--- src/common/rx_modem_config_params.svh ---
`ifndef RX_MODEM_CONFIG_PARAMS_SVH
`define RX_MODEM_CONFIG_PARAMS_SVH

// Register indices; the APB byte address of each register is four times its index.
`define IDX_CHAN_FILTER 8'h1c
`define IDX_OSR_LO 8'h20
`define IDX_OFS2 8'h21
`define IDX_OFS1 8'h22
`define IDX_OFS0 8'h23
`define IDX_GAIN_HI 8'h24
`define IDX_GAIN_LO 8'h25
`define IDX_RATE_HI 8'h6e
`define IDX_RATE_LO 8'h6f
`define IDX_MOD_CTRL1 8'h70
`define IDX_MOD_CTRL2 8'h71
`define IDX_STATUS 8'h7f

// Channel filter register fields.
`define CHF_SKIP_BIT 7
`define CHF_DEC_MSB 6
`define CHF_DEC_LSB 4
`define CHF_SET_MSB 3
`define CHF_SET_LSB 0

// Shared register 0x21: oversampling ratio top bits and offset top bits.
`define OFS2_OSR_MSB 7
`define OFS2_OSR_LSB 5
`define OFS2_NCO_MSB 3
`define OFS2_NCO_LSB 0
`define OFS2_WR_MASK 8'hef

// Gain high register keeps three live bits.
`define GAIN_HI_MSB 2
`define GAIN_HI_WR_MASK 8'h07

// Modulation control fields.
`define MOD1_RATE_SCALE_BIT 5
`define MOD1_MANCH_BIT 1
`define MOD2_TYPE_MSB 1
`define MOD2_TYPE_LSB 0
`define MODTYP_ON_OFF 2'h1

// Reset value of every configuration register.
`define CFG_RESET_BYTE 8'h00

`endif

--- src/common/rx_modem_config_pkg.sv ---
`default_nettype none
package rx_modem_config_pkg;

	// Raw register image as software wrote it.
	typedef struct packed {
		logic [7:0] chan_filter;
		logic [7:0] osr_lo;
		logic [7:0] ofs2;
		logic [7:0] ofs1;
		logic [7:0] ofs0;
		logic [7:0] gain_hi;
		logic [7:0] gain_lo;
		logic [7:0] rate_hi;
		logic [7:0] rate_lo;
		logic [7:0] mod_ctrl1;
		logic [7:0] mod_ctrl2;
	} modem_regs_t;

	// Decoded settings handed to the demodulator.
	typedef struct packed {
		logic on_off_keying;
		logic manchester_en;
		logic rate_scale;
		logic [15:0] data_rate;
		logic [16:0] symbol_rate;
		logic third_divider_skip;
		logic [2:0] dec_exp;
		logic [3:0] filter_set;
		logic [10:0] osr;
		logic [19:0] nco_offset;
		logic [10:0] loop_gain;
	} modem_cfg_t;

	// Whole state of the configuration block.
	typedef struct packed {
		modem_regs_t regs;
		modem_cfg_t cfg;
		logic pready;
		logic pslverr;
		logic [31:0] prdata;
	} cfg_state_t;

endpackage : rx_modem_config_pkg
`default_nettype wire

--- src/rtl/rx_cfg_unpack.sv ---
`timescale 1ns/1ps
`default_nettype none
`include "rx_modem_config_params.svh"

module rx_cfg_unpack (
	input wire rx_modem_config_pkg::modem_regs_t regs,
	output rx_modem_config_pkg::modem_cfg_t cfg
);

	// Field extraction is pure wiring; the caller registers the result.
	always_comb begin
		cfg.on_off_keying = (regs.mod_ctrl2[`MOD2_TYPE_MSB:`MOD2_TYPE_LSB] == `MODTYP_ON_OFF);
		cfg.manchester_en = regs.mod_ctrl1[`MOD1_MANCH_BIT];
		cfg.rate_scale = regs.mod_ctrl1[`MOD1_RATE_SCALE_BIT];
		cfg.data_rate = {regs.rate_hi, regs.rate_lo};
		// Manchester counts as one or zero, so it doubles or keeps the rate.
		cfg.symbol_rate = cfg.manchester_en ? {cfg.data_rate, 1'b0} : {1'b0, cfg.data_rate};
		cfg.third_divider_skip = regs.chan_filter[`CHF_SKIP_BIT];
		cfg.dec_exp = regs.chan_filter[`CHF_DEC_MSB:`CHF_DEC_LSB];
		cfg.filter_set = regs.chan_filter[`CHF_SET_MSB:`CHF_SET_LSB];
		cfg.osr = {regs.ofs2[`OFS2_OSR_MSB:`OFS2_OSR_LSB], regs.osr_lo};
		cfg.nco_offset = {regs.ofs2[`OFS2_NCO_MSB:`OFS2_NCO_LSB], regs.ofs1, regs.ofs0};
		cfg.loop_gain = {regs.gain_hi[`GAIN_HI_MSB:0], regs.gain_lo};
	end

endmodule : rx_cfg_unpack
`default_nettype wire

--- src/rtl/rx_modem_config.sv ---
// Summary of operation
// - Writing the on-off-keying code to the modulation type field selects on-off-keying operation.
// - The sixteen-bit data rate is the upper byte at 0x6E joined with the lower byte at 0x6F.
// - The Manchester enable bit turns on Manchester coding and doubles the effective symbol rate.
// - The channel filter register holds the divider skip at bit 7, exponent at 6:4, set at 3:0.
// - The eleven-bit oversampling ratio spans 0x20 and the top bits of 0x21 beside the offset.
`timescale 1ns/1ps
`default_nettype none
`include "rx_modem_config_params.svh"

module rx_modem_config #(
	parameter int ADDR_W = 12
) (
	input wire logic pclk,
	input wire logic presetn,
	input wire logic psel,
	input wire logic penable,
	input wire logic pwrite,
	input wire logic [ADDR_W-1:0] paddr,
	input wire logic [31:0] pwdata,
	input wire logic [3:0] pstrb,
	output logic pready,
	output logic pslverr,
	output logic [31:0] prdata,
	output rx_modem_config_pkg::modem_cfg_t modem_cfg
);

	////////////////////////////////////////////////////////////////////////////////
	// State and decode.

	// Register map, one byte per word in bits 7:0 except the wider 0x7F status word, byte address four times the index:
	//   0x1C channel filter: bit 7 divider skip, bits 6:4 exponent, bits 3:0 filter set.
	//   0x20 oversampling ratio bits 7:0.
	//   0x21 ratio bits 10:8 in 7:5, bit 4 always zero, offset bits 19:16 in 3:0.
	//   0x22 and 0x23 clock recovery offset bits 15:8 and 7:0.
	//   0x24 loop gain bits 10:8 in 2:0; the upper bits read as zero.
	//   0x25 loop gain bits 7:0.
	//   0x6E and 0x6F data rate bits 15:8 and 7:0.
	//   0x70 rate scaling at bit 5, Manchester enable at bit 1; other bits are stored.
	//   0x71 modulation type at bits 1:0; other bits are stored.
	//   0x7F read-only status taken from the settings the demodulator is using.
	// Multi-byte fields have no shadow copy: the demodulator sees each byte as it lands,
	// so software must finish a field before it relies on the combined value.
	// Unmapped indices, misaligned addresses and stray upper address bits get an error
	// response and no write. Writes with the low strobe clear are accepted and dropped,
	// since every writable register lives entirely in byte lane zero.

	rx_modem_config_pkg::cfg_state_t s_q;
	rx_modem_config_pkg::cfg_state_t s_d;
	rx_modem_config_pkg::modem_cfg_t cfg_now;
	logic [7:0] idx;
	logic addr_ok;
	logic mapped;
	logic setup_phase;
	logic access_done;
	logic [31:0] rd_word;

	// Register index comes from the word address; stray low or high bits never alias.
	assign idx = paddr[9:2];
	assign addr_ok = (paddr[1:0] == 2'h0) && (paddr[ADDR_W-1:10] == '0);
	assign setup_phase = psel && !penable;
	assign access_done = psel && penable && s_q.pready;

	// The unpacker turns the stored bytes into demodulator settings.
	rx_cfg_unpack u_unpack (
		.regs(s_q.regs),
		.cfg(cfg_now)
	);

	////////////////////////////////////////////////////////////////////////////////
	// Read multiplexer and address map.

	// Narrow registers sit in the low byte; everything above reads as zero.
	always_comb begin
		mapped = addr_ok;
		rd_word = 32'h0000_0000;
		case (idx)
			`IDX_CHAN_FILTER: begin
				rd_word[7:0] = s_q.regs.chan_filter;
			end
			`IDX_OSR_LO: begin
				rd_word[7:0] = s_q.regs.osr_lo;
			end
			`IDX_OFS2: begin
				rd_word[7:0] = s_q.regs.ofs2;
			end
			`IDX_OFS1: begin
				rd_word[7:0] = s_q.regs.ofs1;
			end
			`IDX_OFS0: begin
				rd_word[7:0] = s_q.regs.ofs0;
			end
			`IDX_GAIN_HI: begin
				rd_word[7:0] = s_q.regs.gain_hi;
			end
			`IDX_GAIN_LO: begin
				rd_word[7:0] = s_q.regs.gain_lo;
			end
			`IDX_RATE_HI: begin
				rd_word[7:0] = s_q.regs.rate_hi;
			end
			`IDX_RATE_LO: begin
				rd_word[7:0] = s_q.regs.rate_lo;
			end
			`IDX_MOD_CTRL1: begin
				rd_word[7:0] = s_q.regs.mod_ctrl1;
			end
			`IDX_MOD_CTRL2: begin
				rd_word[7:0] = s_q.regs.mod_ctrl2;
			end
			`IDX_STATUS: begin
				// Live view of what the demodulator is actually using.
				rd_word = {7'h00, s_q.cfg.symbol_rate, 5'h00, s_q.cfg.third_divider_skip,
					s_q.cfg.manchester_en, s_q.cfg.on_off_keying};
			end
			default: begin
				mapped = 1'b0;
			end
		endcase
	end

	////////////////////////////////////////////////////////////////////////////////
	// Next-state logic.

	// The slave answers in the first access cycle: the setup cycle arms pready.
	// Writes land only in the completing access cycle, so a stalled master
	// never produces a half-written field.
	// Seen from the master: setup at edge N, pready with the answer at edge N+1,
	// so this block adds no wait states and never stalls the bus.
	// A read returns the register as it stood at the setup edge.
	always_comb begin
		s_d = s_q;
		s_d.pready = 1'b0;
		s_d.pslverr = 1'b0;
		// Settings follow the register image one cycle later, as one coherent word.
		s_d.cfg = cfg_now;
		if (setup_phase) begin
			s_d.pready = 1'b1;
			s_d.pslverr = !mapped;
			s_d.prdata = (!pwrite && mapped) ? rd_word : 32'h0000_0000;
		end
		if (access_done && pwrite && !s_q.pslverr && pstrb[0]) begin
			case (idx)
				`IDX_CHAN_FILTER: begin
					s_d.regs.chan_filter = pwdata[7:0];
				end
				`IDX_OSR_LO: begin
					s_d.regs.osr_lo = pwdata[7:0];
				end
				`IDX_OFS2: begin
					// Bit 4 is unused and kept at zero.
					s_d.regs.ofs2 = pwdata[7:0] & `OFS2_WR_MASK;
				end
				`IDX_OFS1: begin
					s_d.regs.ofs1 = pwdata[7:0];
				end
				`IDX_OFS0: begin
					s_d.regs.ofs0 = pwdata[7:0];
				end
				`IDX_GAIN_HI: begin
					s_d.regs.gain_hi = pwdata[7:0] & `GAIN_HI_WR_MASK;
				end
				`IDX_GAIN_LO: begin
					s_d.regs.gain_lo = pwdata[7:0];
				end
				`IDX_RATE_HI: begin
					s_d.regs.rate_hi = pwdata[7:0];
				end
				`IDX_RATE_LO: begin
					s_d.regs.rate_lo = pwdata[7:0];
				end
				`IDX_MOD_CTRL1: begin
					s_d.regs.mod_ctrl1 = pwdata[7:0];
				end
				`IDX_MOD_CTRL2: begin
					s_d.regs.mod_ctrl2 = pwdata[7:0];
				end
				default: begin
					// Status is read-only; writes to it are dropped quietly.
					s_d.regs = s_q.regs;
				end
			endcase
		end
	end

	////////////////////////////////////////////////////////////////////////////////
	// State register.

	// Every field resets to a constant; no port value is captured under reset.
	// The settings clear with the image, so the demodulator never sees a half-reset mix.
	always_ff @(posedge pclk or negedge presetn) begin
		if (!presetn) begin
			s_q.regs <= {11{`CFG_RESET_BYTE}};
			s_q.cfg <= '0;
			s_q.pready <= 1'b0;
			s_q.pslverr <= 1'b0;
			s_q.prdata <= 32'h0000_0000;
		end else begin
			s_q <= s_d;
		end
	end

	////////////////////////////////////////////////////////////////////////////////
	// Outputs, all straight from the state register.

	assign pready = s_q.pready;
	assign pslverr = s_q.pslverr;
	assign prdata = s_q.prdata;
	assign modem_cfg = s_q.cfg;

endmodule : rx_modem_config
`default_nettype wire

--- config.mk ---
export PLATFORM = sky130hd
export DESIGN_NAME = rx_modem_config
export DESIGN_NICKNAME = d
export VERILOG_FILES = /design/src/common/rx_modem_config_pkg.sv /design/src/rtl/rx_cfg_unpack.sv /design/src/rtl/rx_modem_config.sv
export VERILOG_INCLUDE_DIRS = /design/src /design/src/common
export SDC_FILE = /design/constraint.sdc
export NUM_CORES = 1
export LEC_CHECK = 0
export ABC_CLOCK_PERIOD_IN_PS = 2800
export BUFFER_PORTS_ARGS = -buffer_cell sky130_fd_sc_hd__buf_2
export CAP_MARGIN = 20
export CORE_MARGIN = 2
export CORE_UTILIZATION = 50
export CTS_BUF_LIST = sky130_fd_sc_hd__clkbuf_16
export CTS_CLUSTER_SIZE = 20
export DETAILED_ROUTE_END_ITERATION = 10
export HOLD_SLACK_MARGIN = 0.06
export PLACE_DENSITY_LB_ADDON = 0.2
export SYNTH_ARGS = -nofsm -noshare
export SYNTH_HDL_FRONTEND = slang
export SYNTH_SLANG_ARGS = --single-unit
--- constraint.sdc ---
create_clock -name pclk -period 2.8 [get_ports pclk]
set_clock_uncertainty 0.15 [all_clocks]
set_input_delay 0.28 -clock pclk [delete_from_list [all_inputs] [get_ports pclk]]
set_output_delay 0.28 -clock pclk [all_outputs]
set_load 0.1 [all_outputs]
==> results.yml <==
worst_setup_path:
  path_common_cell: "buf_4"
  critPathKind: "flip-flop to flip-flop"
  crit_path_start_kind: "flip-flop"
  end_kind: "flip-flop"
  path_buf_inv: 2
  arrival_ns: 2.27
  path_cells: "nand4_1 -> nor3b_2 -> buf_4 -> nor2b_4 -> and3_1 -> buf_4 -> mux2_1"
  cpLargestDelayFamily: "simple AND/OR/NAND/NOR gates"
  critical_path.max_stage_delay_ns: 0.35
  cp_max_fo: 8
  critPathSlowestCell: "dfrtp_1"
  cp.required_ns: 2.96
synth:
  synth_common_cells: "dfrtp_1, buf_4, mux2_2"
  synth-compound-area-share_pct: 5.40
  synth_warnings: 0
  synth_area_per_cell_um2: 13.4
  yosysMostFrequentCell: "dfrtp_1"
  synthSimpleGateAreaFrac_pct: 7.02
  synthCells: 618
  synth_xor_xnor_area_share_pct: 0
  post-synth-top-area-fraction_pct: 58.9
  ys_types: 49
  muxShareOfSynthArea_pct: 16.0
  synth_edf_count: 0
  synth_area_leaders: "dfrtp_1, mux2_2, buf_4, a22o_1, mux4_2"
  synth_fa_ha_area_share_pct: 0
  async_flop_share_pct: 100
  ys_seq_area_share_pct: 58.9
  synth_area_um2: 8290
  synth_top_family_by_area: "multiplexers"
  ys_ff_latch: 195
  synth_top_flop_cell: "dfrtp_1"
  yosys.area.top_type: "dfrtp_1"
sta:
  maxSlewViolCount: 0
  finalCritPeriodShare_pct: 75.5
  max_freq_ghz: 0.473
  hold_viol: 0
  max_slew_margin_pct: 55.1
  setup_viol: 0
  fin_hold_ws_ns: 0.132
  period_needed_ns: 2.11
  fin_ws_ns: 0.687
  worst_pin_slew_ns: 0.673
  rsz0062_at_grt: "false"
  setup_tns_ns: 0
global_routing:
  grt_pass1_wl_um: 28200
  antenna_found_initial: 0
  grt_use_total_pct: 21.2
  grt_pass1_vias: 4968
  grt_max_degree: 89
  overflow: 0
layout:
  drive_above_1_share_pct: 43.8
  finalNetCount: 704
  final_util_pct: 54.9
  areaGrowthSynthToFinish_pct: 8.71
  n_antenna_cell: 0
clock_tree:
  cts-hold-fix-buffers: 3
  cts.path.max_buffers: 2
  ctsResizeCount: 0
  h-tree-depth: 4
  clkTransAtPathRegs_ns: 0.07
  cts_sinks: 195
  cts_setup_buffers: 0
  clockRootBuffer: "clkbuf_16"
  clk_latency_ns: 0.43
  cts_tree: "built"
  cts_inserted_buffers: 17
placed_design:
  numPortBuffers: 138
  place_hpwl_um: 12500
  place_ws_ns: 0.450
  globalplace.congestion: 0.869
floorplan:
  rows: 47
  start_util_pct: 50.5
  pin_count: 173
  die_w_um: 133
  dieArea_um2: 17600
  coreArea_um2: 16400
  die_h_um: 133
drt:
  vias: 4771
  postRouteAntennaNets: 0
  drt_iter0_drc: 268
  wirelength_um: 17800
  met2WireLength_um: 8770
  drt-met1-wl_um: 7830
  drcViolationCount: 0
  firstDrtPassIters: 4
  routed_via_density: 5.40
  met3WireLength_um: 908
  wl_per_cell_um: 20.2
  top_layer: "met4"
flow_run:
  drv_cap: 0
power_and_ir_drop:
  leakagePower_nw: 4.82
  p_per_area_nw_per_um2: 607
  ir_worst_vdd_mv: 0.397
run_status:
  status: "finished clean"
hold_path:
  hold_path.class: "input pin to flip-flop"
worst register-to-register path, delay by kind of cell, from the launching register on:
kind                   cells  cell delay (ns)
flip-flops                 1             0.35
AND/OR/NAND/NOR            4             0.72
buffers and inverters      2             0.44
multiplexers               1             0.34
where the power goes:
group | switching (mW) | total [mW] | leakage, nW | internal [mW]
Sequential | 0.00354 | 2.82 | 2.72 | 2.82
Clock | 1.12 | 2.38 | 0.282 | 1.26
Combinational | 0.212 | 0.264 | 1.81 | 0.0520
Total | 1.33 | 5.47 | 4.82 | 4.13
registers in the layout, summed over array words and instances, names as in the netlist:
signal	cells
pready	1
s_q	82
pslverr	1
modem_cfg	86
prdata	25
final timing paths:
check | from | endpoint | slack, ns | cells after the start
max reg2reg | pready | s_q[172] | 0.69 | 7
max in group asynchronous | presetn | s_q[205] | 1.46 | 3
min | pwdata[6] | s_q[174] | 0.13 | 2
min in group asynchronous | presetn | prdata[18] | 0.30 | 2
max | pready | s_q[172] | 0.69 | 7
min reg2reg | s_q[198] | modem_cfg[37] | 0.24 | 0
cell type report:
cell class	instances	area (um2)
tap	220	275
multi-input combinational	276	2380
inverter	2	7.51
fill	1386	7400
sequential	195	4880
timing repair buffer	159	877
clock buffer	17	425
clock inverter	15	161
layer usage:
metal  track usage, %  vias to the layer above
met2             34.6                      170
met1             28.0                     2453
met3             4.67                       24
met4             8.18                        0
met5                0                        -
li1                 -                     2124
cell families after synthesis:
family,after synthesis
buffers and inverters,153
AND/OR/NAND/NOR,97
flip-flops,195
AO/OA/AOI/OAI,58
multiplexers,114
other,1
through the flow:
step | total power [mW] | cells | instance area, um2
3_5_place_dp | 3.14 | 849 | 8390
6_report | 5.47 | 884 | 9010
4_1_cts | 5.52 | 884 | 9010
5_1_grt | 5.66 | 884 | 9010
2_1_floorplan | 3.03 | 624 | 8310
3_3_place_gp | 3.14 | 849 | 8390
layout by cell type, fill, tap and decap left out, drive strengths merged, types with 2 or more instances in the layout:
cell and count:
dfrtp 195, buf 155, mux2 99, nand2 24, a22o 20, clkbuf 18
nand4 11, nand3 11, mux2i 10, nor2 9, inv 9, and3 8
a21oi 8, o21ai 8, conb 7, and2 5, mux4 5, nor2b 5
nor3 5, clkinv 5, and4 4, a32oi 4, a221oi 4, nor3b 4
dlygate4sd3 3, nor4 2, and4b 2, nor4b 2, o2111ai 2, nand4b 2
a32o 2, a211oi 2, clkinvlp 2, nand3b 2
(Power assumes the default switching activity.)
